$ cat config.mk
export PLATFORM = sky130hd
export DESIGN_NAME = mpd_motor_pwm
export DESIGN_NICKNAME = d
export VERILOG_FILES = /design/src/mpd_pkg.sv /design/src/mpd_motor_pwm.sv
export SDC_FILE = /design/constraint.sdc
export NUM_CORES = 1
export LEC_CHECK = 0
export BUFFER_PORTS_ARGS = -buffer_cell sky130_fd_sc_hd__clkbuf_2
export CAP_MARGIN = 25
export CORE_UTILIZATION = 60
export CTS_CLUSTER_SIZE = 24
export DETAILED_ROUTE_END_ITERATION = 7
export GPL_TIMING_DRIVEN = 1
export PLACE_DENSITY = 0.8
export SYNTH_ARGS = -nofsm -noshare
export SYNTH_HDL_FRONTEND = slang
export SYNTH_SLANG_ARGS = --single-unit
$ cat constraint.sdc
create_clock -name clk -period 5.55 [get_ports clk]
set_clock_uncertainty 0.05 [all_clocks]
set_input_delay 1.3875 -clock clk [delete_from_list [all_inputs] [get_ports clk]]
set_output_delay 1.3875 -clock clk [all_outputs]
set_load 0.01 [all_outputs]
$ cat src/mpd_pkg.sv
package mpd_pkg;

  // ----------------------------------------------------------------
  // timing
  // ----------------------------------------------------------------
  localparam int CLK_HZ       = 50_000_000;
  localparam int CNT_RATE_HZ  = 12_000_000;   // counter advance rate
  localparam int DT_UNIT_PS   = 41_670;       // one deadtime step
  localparam int DT_RATE_HZ   = int'(64'd1_000_000_000_000 / DT_UNIT_PS);
  localparam int TICK_US      = 1_000;        // periodic tick, 1 ms
  localparam int TICK_CYCLES  = CLK_HZ / 1_000_000 * TICK_US;

  // ----------------------------------------------------------------
  // register indexes (byte address is four times the index)
  // ----------------------------------------------------------------
  localparam logic [7:0] IDX_STATUS  = 8'hDF;
  localparam logic [7:0] IDX_CONTROL = 8'hE1;
  localparam logic [7:0] IDX_DUTY    = 8'hE2;
  localparam logic [7:0] IDX_PERIOD  = 8'hE4;
  localparam logic [7:0] IDX_COUNTER = 8'hE6;
  localparam logic [7:0] IDX_DEAD    = 8'hE9;
  localparam logic [7:0] IDX_CHANCFG = 8'hEA;
  localparam logic [7:0] IDX_OUTIDLE = 8'hF8;

  // ----------------------------------------------------------------
  // field positions
  // ----------------------------------------------------------------
  localparam int ST_TICK_FLAG = 7;
  localparam int ST_TICK_EN   = 6;
  localparam int ST_CMP_FLAG  = 4;
  localparam int CR_RUN       = 7;
  localparam int CR_BASE_ON   = 5;
  localparam int CR_HREV      = 4;
  localparam int CR_LREV      = 3;
  localparam int CR_PREDRV    = 0;
  localparam int OUT_MAIN_OUT_EN_HIGH     = 7;
  localparam int OUT_MAIN_OUT_EN_LOW     = 6;
  localparam logic [7:0] CR_MASK     = 8'hB9;
  localparam logic [7:0] OUT_MASK    = 8'hCF;
  // idle bit position per side, sides ordered UH, UL, VH, VL
  localparam int IDLE_POS [4] = '{1, 0, 3, 2};

  // ----------------------------------------------------------------
  // reset values
  // ----------------------------------------------------------------
  localparam logic [7:0]  RST_BYTE = 8'h00;
  localparam logic [11:0] RST_WORD = 12'h000;

  typedef enum logic [1:0] {
    CMP_NEVER = 2'b00,
    CMP_UP    = 2'b01,
    CMP_DOWN  = 2'b10,
    CMP_BOTH  = 2'b11
  } mpd_cmp_mode_type;

  typedef enum logic {
    DIR_UP   = 1'b0,
    DIR_DOWN = 1'b1
  } mpd_dir_type;

  typedef struct packed {
    logic pmosGateU;
    logic pmosGateV;
    logic nmosGateU;
    logic nmosGateV;
  } mpd_gate_type;

endpackage

$ cat src/mpd_motor_pwm.sv
module mpd_motor_pwm
  import mpd_pkg::*;
#(
  parameter int TICK_LEN = TICK_CYCLES
)(
  input  wire logic         clk,
  input  wire logic         sys_rst,
  input  wire logic         cyc_i,
  input  wire logic         stb_i,
  input  wire logic         we_i,
  input  wire logic [9:0]   adr_i,
  input  wire logic [3:0]   sel_i,
  input  wire logic [31:0]  dat_i,
  output logic      [31:0]  dat_o,
  output logic              ack_o,
  input  wire logic [15:0]  scaledDutyInput,
  input  wire logic         overCurrentPin,
  output logic              tickIrqReq,
  output logic              overflowPulse,
  output logic              compareReference,
  output mpd_gate_type      gates
);

  // ----------------------------------------------------------------
  // registers and state
  // ----------------------------------------------------------------
  logic [7:0]  statusR,  statusNxt;
  logic [7:0]  ctrlR,    ctrlNxt;
  logic [11:0] dutyR,    dutyNxt;
  logic [11:0] periodR,  periodNxt;
  logic [7:0]  deadR,    deadNxt;
  logic [7:0]  chanR,    chanNxt;
  logic [7:0]  outR,     outNxt;
  logic [31:0] datR,     datNxt;
  logic        ackR;
  logic [11:0] cntR,     cntNxt;
  mpd_dir_type dirR,     dirNxt;
  logic        ovfR,     ovfNxt;
  logic        refR,     refNxt;
  logic [8:0]  dtCntR,   dtCntNxt;
  logic [31:0] cntAccR,  cntAccNxt;
  logic [31:0] dtAccR,   dtAccNxt;
  logic [31:0] tickCntR, tickCntNxt;
  logic [2:0]  ocSync;
  mpd_gate_type gatesNxt;

  logic        req, wr, cntTick, dtTick, tickPulse, ocFire, cmpHit;
  logic [7:0]  idx;
  logic [31:0] wmask, wdat;
  logic [11:0] cmpVal, topVal;
  logic [3:0]  rawPwm, sideLvl, finalLvl;
  mpd_cmp_mode_type mode;

  assign req  = cyc_i && stb_i && !ackR;
  assign wr   = req && we_i;
  assign idx  = adr_i[9:2];
  assign wmask = {{8{sel_i[3]}}, {8{sel_i[2]}}, {8{sel_i[1]}}, {8{sel_i[0]}}};
  assign mode = mpd_cmp_mode_type'(statusR[1:0]);

  // ----------------------------------------------------------------
  // rate enables
  // ----------------------------------------------------------------
  // fractional dividers give 12 MHz and 24 MHz average enable pulses
  always_comb
  begin
    cntTick   = (cntAccR + CNT_RATE_HZ) >= CLK_HZ;
    dtTick    = (dtAccR + DT_RATE_HZ) >= CLK_HZ;
    cntAccNxt = cntTick ? cntAccR + CNT_RATE_HZ - CLK_HZ
                        : cntAccR + CNT_RATE_HZ;
    dtAccNxt  = dtTick ? dtAccR + DT_RATE_HZ - CLK_HZ
                       : dtAccR + DT_RATE_HZ;
    tickPulse = (tickCntR == 32'(TICK_LEN - 1));
    tickCntNxt = tickPulse ? 32'h0000_0000 : tickCntR + 32'h0000_0001;
  end

  always_ff @(posedge clk)
  begin
    if (sys_rst)
    begin
      cntAccR  <= 32'h0000_0000;
      dtAccR   <= 32'h0000_0000;
      tickCntR <= 32'h0000_0000;
    end
    else
    begin
      cntAccR  <= cntAccNxt;
      dtAccR   <= dtAccNxt;
      tickCntR <= tickCntNxt;
    end
  end

  // overcurrent pin synchroniser, acts once stages two and three are both high
  always_ff @(posedge clk)
  begin
    if (sys_rst)
      ocSync <= 3'h0;
    else
      ocSync <= {ocSync[1:0], overCurrentPin};
  end
  assign ocFire = ocSync[2] && ocSync[1];

  // ----------------------------------------------------------------
  // counter and compare
  // ----------------------------------------------------------------
  // compare source: half the duty register in mode 11, else scaled upstream duty
  always_comb
  begin
    if (mode == CMP_BOTH)
      cmpVal = {1'b0, dutyR[11:1]};
    else
      cmpVal = {5'h00, scaledDutyInput[15:9]} + 12'(scaledDutyInput[8:5]
               >> 4) + {1'b0, scaledDutyInput[15:5]} - {5'h00,
               scaledDutyInput[15:9]};
    topVal = (periodR[11:1] == 11'h000) ? RST_WORD
                                        : {1'b0, periodR[11:1]} - 12'h001;
  end

  // centre-aligned up/down count with overflow at the top
  always_comb
  begin
    cntNxt = cntR;
    dirNxt = dirR;
    ovfNxt = 1'b0;
    if (ctrlR[CR_RUN] && cntTick)
    begin
      if (dirR == DIR_UP)
      begin
        if (cntR >= topVal)
        begin
          ovfNxt = 1'b1;
          dirNxt = DIR_DOWN;
          cntNxt = (cntR == RST_WORD) ? cntR : cntR - 12'h001;
        end
        else
          cntNxt = cntR + 12'h001;
      end
      else if (cntR == RST_WORD)
      begin
        dirNxt = DIR_UP;
        cntNxt = (topVal == RST_WORD) ? cntR : cntR + 12'h001;
      end
      else
        cntNxt = cntR - 12'h001;
    end
    if (wr && idx == IDX_COUNTER && ctrlR[CR_RUN])
      cntNxt = (dat_i[11:0] & wmask[11:0]) | (cntR & ~wmask[11:0]);
    refNxt = (cntR < cmpVal);
    cmpHit = cntTick && (cntR == cmpVal) &&
             ((dirR == DIR_UP && mode[0]) ||
              (dirR == DIR_DOWN && mode[1]));
  end

  always_ff @(posedge clk)
  begin
    if (sys_rst)
    begin
      cntR <= RST_WORD;
      dirR <= DIR_UP;
      ovfR <= 1'b0;
      refR <= 1'b0;
    end
    else
    begin
      cntR <= cntNxt;
      dirR <= dirNxt;
      ovfR <= ovfNxt;
      refR <= refNxt;
    end
  end

  // ----------------------------------------------------------------
  // deadtime
  // ----------------------------------------------------------------
  // a reference edge restarts the dead count when none is running; an edge that lands
  // inside an unfinished count releases the new side at once
  always_comb
  begin
    dtCntNxt = dtCntR;
    if (refNxt != refR)
    begin
      if (dtCntR != 9'h000 || deadR == RST_BYTE)
        dtCntNxt = 9'h000;
      else
        dtCntNxt = {1'b0, deadR} + 9'h001;
    end
    else if (dtTick && dtCntR != 9'h000)
      dtCntNxt = dtCntR - 9'h001;
    rawPwm[1] = refR && (dtCntR == 9'h000);          // low side
    rawPwm[0] = !refR && (dtCntR == 9'h000);         // high side
    rawPwm[3] = rawPwm[1];
    rawPwm[2] = rawPwm[0];
  end

  always_ff @(posedge clk)
  begin
    if (sys_rst)
      dtCntR <= 9'h000;
    else
      dtCntR <= dtCntNxt;
  end

  // ----------------------------------------------------------------
  // output stage, sides UH, UL, VH, VL
  // ----------------------------------------------------------------
  genvar s;
  generate
    for (s = 0; s < 4; s++)
    begin : gSide
      localparam bit HIGH = (s % 2 == 0);
      logic en, pol, moe, rev;
      assign en  = chanR[2*s];
      assign pol = chanR[2*s+1];
      assign moe = HIGH ? outR[OUT_MAIN_OUT_EN_HIGH] : outR[OUT_MAIN_OUT_EN_LOW];
      assign rev = HIGH ? ctrlR[CR_HREV] : ctrlR[CR_LREV];
      // enable/polarity select, then main enable or idle level
      assign sideLvl[s]  = en ? (rawPwm[s] ^ pol) : pol;
      assign finalLvl[s] = (moe ? sideLvl[s] : outR[IDLE_POS[s]])
                           ^ rev;
    end
  endgenerate

  // predriver: pmos gates get the inverted high side; off when disabled
  always_comb
  begin
    if (ctrlR[CR_PREDRV])
    begin
      gatesNxt.pmosGateU = !finalLvl[0];
      gatesNxt.pmosGateV = !finalLvl[2];
      gatesNxt.nmosGateU = finalLvl[1];
      gatesNxt.nmosGateV = finalLvl[3];
    end
    else
    begin
      gatesNxt.pmosGateU = 1'b1;
      gatesNxt.pmosGateV = 1'b1;
      gatesNxt.nmosGateU = 1'b0;
      gatesNxt.nmosGateV = 1'b0;
    end
  end

  always_ff @(posedge clk)
  begin
    if (sys_rst)
      gates <= '{1'b1, 1'b1, 1'b0, 1'b0};
    else
      gates <= gatesNxt;
  end

  // ----------------------------------------------------------------
  // register file
  // ----------------------------------------------------------------
  // writes merge by byte lane; hardware sets beat software clears
  always_comb
  begin
    wdat      = dat_i & wmask;
    statusNxt = statusR;
    ctrlNxt   = ctrlR;
    dutyNxt   = dutyR;
    periodNxt = periodR;
    deadNxt   = deadR;
    chanNxt   = chanR;
    outNxt    = outR;
    if (wr && sel_i[0])
    begin
      if (idx == IDX_STATUS)
      begin
        statusNxt[ST_TICK_EN] = dat_i[ST_TICK_EN];
        statusNxt[1:0]        = dat_i[1:0];
        if (!dat_i[ST_TICK_FLAG])
          statusNxt[ST_TICK_FLAG] = 1'b0;
        if (!dat_i[ST_CMP_FLAG])
          statusNxt[ST_CMP_FLAG] = 1'b0;
      end
      else if (idx == IDX_CONTROL)
        ctrlNxt = dat_i[7:0] & CR_MASK;
      else if (idx == IDX_DEAD)
        deadNxt = dat_i[7:0];
      else if (idx == IDX_CHANCFG)
        chanNxt = dat_i[7:0];
      else if (idx == IDX_OUTIDLE)
        outNxt = dat_i[7:0] & OUT_MASK;
    end
    if (wr && idx == IDX_DUTY)
      dutyNxt = wdat[11:0] | (dutyR & ~wmask[11:0]);
    if (wr && idx == IDX_PERIOD)
      periodNxt = {wdat[11:1] | (periodR[11:1] & ~wmask[11:1]),
                   1'b0};
    if (tickPulse)
      statusNxt[ST_TICK_FLAG] = 1'b1;
    if (cmpHit)
      statusNxt[ST_CMP_FLAG] = 1'b1;
    if (ocFire)
    begin
      outNxt[OUT_MAIN_OUT_EN_HIGH] = 1'b0;
      outNxt[OUT_MAIN_OUT_EN_LOW] = 1'b0;
    end
    // read mux, unmapped words read zero
    if (idx == IDX_STATUS)
      datNxt = {24'h000000, statusR};
    else if (idx == IDX_CONTROL)
      datNxt = {24'h000000, ctrlR};
    else if (idx == IDX_DUTY)
      datNxt = {20'h00000, dutyR};
    else if (idx == IDX_PERIOD)
      datNxt = {20'h00000, periodR};
    else if (idx == IDX_COUNTER)
      datNxt = {20'h00000, cntR};
    else if (idx == IDX_DEAD)
      datNxt = {24'h000000, deadR};
    else if (idx == IDX_CHANCFG)
      datNxt = {24'h000000, chanR};
    else if (idx == IDX_OUTIDLE)
      datNxt = {24'h000000, outR};
    else
      datNxt = 32'h0000_0000;
  end

  always_ff @(posedge clk)
  begin
    if (sys_rst)
    begin
      statusR <= RST_BYTE;
      ctrlR   <= RST_BYTE;
      dutyR   <= RST_WORD;
      periodR <= RST_WORD;
      deadR   <= RST_BYTE;
      chanR   <= RST_BYTE;
      outR    <= RST_BYTE;
      datR    <= 32'h0000_0000;
      ackR    <= 1'b0;
    end
    else
    begin
      statusR <= statusNxt;
      ctrlR   <= ctrlNxt;
      dutyR   <= dutyNxt;
      periodR <= periodNxt;
      deadR   <= deadNxt;
      chanR   <= chanNxt;
      outR    <= outNxt;
      datR    <= req ? datNxt : 32'h0000_0000;
      ackR    <= req;
    end
  end

  assign ack_o            = ackR;
  assign dat_o            = datR;
  assign tickIrqReq       = statusR[ST_TICK_FLAG] && statusR[ST_TICK_EN];
  assign overflowPulse    = ovfR;
  assign compareReference = refR;
endmodule // mpd_motor_pwm

==> results.toml <==
[pwr]
pwr_density_cell_nw_per_um2 = 414
irDropWorstVdd_mv = 0.302
p_leak_uw = 0.00515

[sta]
period_needed_ns = 5.19
setup_tns_ns = 0
max-slew-margin-rel_pct = 25.2
rsz0062_at_grt = "no"
finalHoldViolations = 0
fin_crit_sh_pct = 93.5
final_max_slew_viol_count = 0
tightest_slew_ns = 1.12
timing.fmax_ghz = 0.193
finalSetupViolCount = 0

[finish]
num-fill-cells = 1682
n_antenna_cell = 0
synthToLayoutAreaGrowth_pct = 7.36
drive_gt1_share_pct = 9.76
nets = 1670
fin_util_pct = 66.5

[synth]
synth-main-ff-cell = "dfxtp_1"
syn_area_per_cell_sq_um = 7.93
seq_area_frac_synth_pct = 29.7
ys_warn_count = 0
netlist_area_sq_um = 12200
synth-seq-cells = 181
synthArstFlopShare_pct = 0
synthCells = 1541
synth_enable_flop_cells = 0
ys_types = 97

[clock_network]
path_clk_slew_ns = 0.07
insertion_delay_ns = 0.44
cts_sinks = 181
max-clock-path-buffers = 2
cts_tree = "done"
cts_root_buf = "clkbuf_16"
cts_made_buffers = 17
htreeDepth = 4

[detailed_routing]
wl_met1_mm = 13.6
drtIter0Drc = 1139
dr_total_vias = 11100
dr.pass1.iters = 6
wl_per_cell_um = 16.4
antenna_left = 0
drc_errors = 0
wl_met3_mm = 2.32
via_per_inst = 6.09
routed_wirelength_mm = 30.0
detailroute.wirelength.met2_mm = 13.4
highest_layer = "met4"

[global_route]
grtUsageTotal_pct = 29.2
grt_pass1_wl_mm = 48.7
overflow = 0
grt_antenna_before_repair = 0
grt_max_degree = 66
first_global_vias = 9860

[floorplan]
dieArea_sq_um = 20900
io_pins = 108
num_rows = 51
die_width_um = 145
die_h_um = 145
design.core.area_sq_um = 19700
initial_utilization_pct = 62.0

[critical_path]
crit_type = "input pin to register"
start_kind = "input pin"
worst_setup_path_end_kind = "register"
path_max_fanout = 6
arrival_ns = 5.50
critical_path_required_ns = 5.85

[job]
drv_cap = 0

[status]
status = "finished clean"

[worst_hold_path]
hold_path.class = "register to register"

[placement]
port_buffers = 58
globalplace.congestion = 0.901
post-dp-hpwl_mm = 21.4
[synth_stat cells, drive strengths merged, types with 9 or more instances]
cell    number  area [sq um]
xor2        62           543
buf         36           234
or2         15          93.8
clkbuf      67           251
a31oi       16           100
nand2b      12          75.1
nand3       67           340
or3         18           118
o21ai       59           307
o21a         9          67.6
nand2      111           417
o22ai        9          56.3
o31ai       12          95.1
xnor2       83           727
and2         9          56.3
a22oi       13          97.6
and3        27           169
a211oi      13           115
nor2       218           821
nor2b       19           119
dfxtp      181          3620
a21oi       90           473
nor4        17           106
inv         49           184
a21o        11          82.6
nor3        42           220
o211ai      11          87.6
nand4       20           131
mux2i       69           691
ha          56           701
[critical path: stages]
cell,delay (ns)
clkbuf_2,0.09
buf_4,0.14
ha_1,0.16
or2_2,0.29
ha_1,0.31
nor2b_2,0.17
o21ai_1,0.18
a21oi_1,0.11
o21ai_0,0.20
a21oi_1,0.11
o21a_1,0.17
nor2_1,0.16
xnor2_1,0.15
mux2i_1,0.10
ha_1,0.33
a21o_1,0.16
a21o_1,0.16
a21oi_1,0.14
o211ai_1,0.19
xnor2_1,0.30
buf_4,0.19
nand3_1,0.11
o22ai_1,0.17
[power breakdown]
group          switching (uW)  internal, uW  leakage [uW]  total, uW
Sequential                290          1470       0.00147       1760
Clock                     533           711      0.000289       1240
Combinational            1390          1030       0.00339       2420
Total                    2220          3210       0.00515       5430
[cell families after synthesis]
| family | share of synthesized area [%] |
|---|---|
| AOI/OAI and AO/OA | 17.6 |
| xor gates and xnor gates | 10.4 |
| adders and majority gates | 5.90 |
| buffers and inverters | 5.48 |
| DFF | 29.7 |
| muxes | 5.93 |
| other | 0.0307 |
| and+or+nand+nor | 25.0 |
[final timing paths]
kind                          start                endpoint  slack [ns]  depth (start not counted)
min reg2reg  tickCntR[0]$_SDFF_PP0_  tickCntR[0]$_SDFF_PP0_        0.39                          1
max reg2reg                register                register        1.00                         15
min          tickCntR[0]$_SDFF_PP0_  tickCntR[0]$_SDFF_PP0_        0.39                          1
max             scaledDutyInput[11]  dtCntR[3]$_SDFFE_PP0P_        0.36                         23
[cell usage in the layout, fill, tap and decap left out, types with 6 or more instances in the layout]
cell type / synthesis / final
clkbuf_16: 0 / 17
xor2_1: 62 / 62
nor4b_1: 7 / 6
o22ai_1: 9 / 9
a22oi_1: 13 / 13
nor4_1: 17 / 16
dfxtp_1: 181 / 181
or4_1: 8 / 8
a222oi_1: 7 / 7
xnor2_1: 83 / 83
nor3b_1: 6 / 6
inv_1: 49 / 49
a211oi_1: 11 / 11
buf_4: 21 / 11
nand2_1: 111 / 111
or2_2: 14 / 14
clkbuf_2: 0 / 57
nor2b_1: 19 / 18
o31ai_1: 11 / 11
mux2i_1: 69 / 69
or3_1: 17 / 17
nor2_1: 217 / 216
conb_1: 1 / 20
o211ai_1: 10 / 10
nand4_1: 19 / 19
nand2b_1: 12 / 11
a21oi_1: 86 / 86
a31oi_1: 16 / 16
ha_1: 56 / 56
a21o_1: 11 / 11
nor3_1: 40 / 40
o21a_1: 9 / 9
nand3_1: 66 / 66
o21ai_0: 55 / 53
and3_1: 27 / 27
and2_1: 9 / 9
[layer usage]
layer / up-vias / GRT usage, %
met4: 0 / 9.03
met1: 5148 / 41.3
met2: 459 / 45.3
met5: - / 0
li1: 5445 / -
met3: 58 / 4.74
[final cells by class]
type,instances,area (sq um),area share (%)
multi-input combinational,1227,8020,61.1
clock inverter,12,153,1.16
tap,265,332,2.53
inverter,49,184,1.40
clock buffer,20,437,3.33
sequential,181,3620,27.6
timing repair buffer,69,373,2.84
[repair_timing]
action	CTS	global route
endpoints found under the setup margin	0	9
setup buffers	0	0
hold buffers	0	0
hold endpoints to repair	0	0
gates resized for setup	0	5
[stage by stage]
stage | worst slack (ns) | total power (uW) | hold WS, ns | cells | instance area (sq um)
2_1_floorplan | 0.392 | 3780 | 0.363 | 1560 | 12300
3_3_place_gp | 0.0487 | 4090 | 0.368 | 1790 | 12500
3_5_place_dp | -0.197 | 4160 | 0.378 | 1790 | 12500
4_1_cts | 0.239 | 5410 | 0.394 | 1822 | 13100
5_1_grt | 0.0248 | 5810 | 0.413 | 1823 | 13100
6_report | 0.358 | 5430 | 0.387 | 1823 | 13100
No activity file was read; power rests on OpenSTA's default activity.
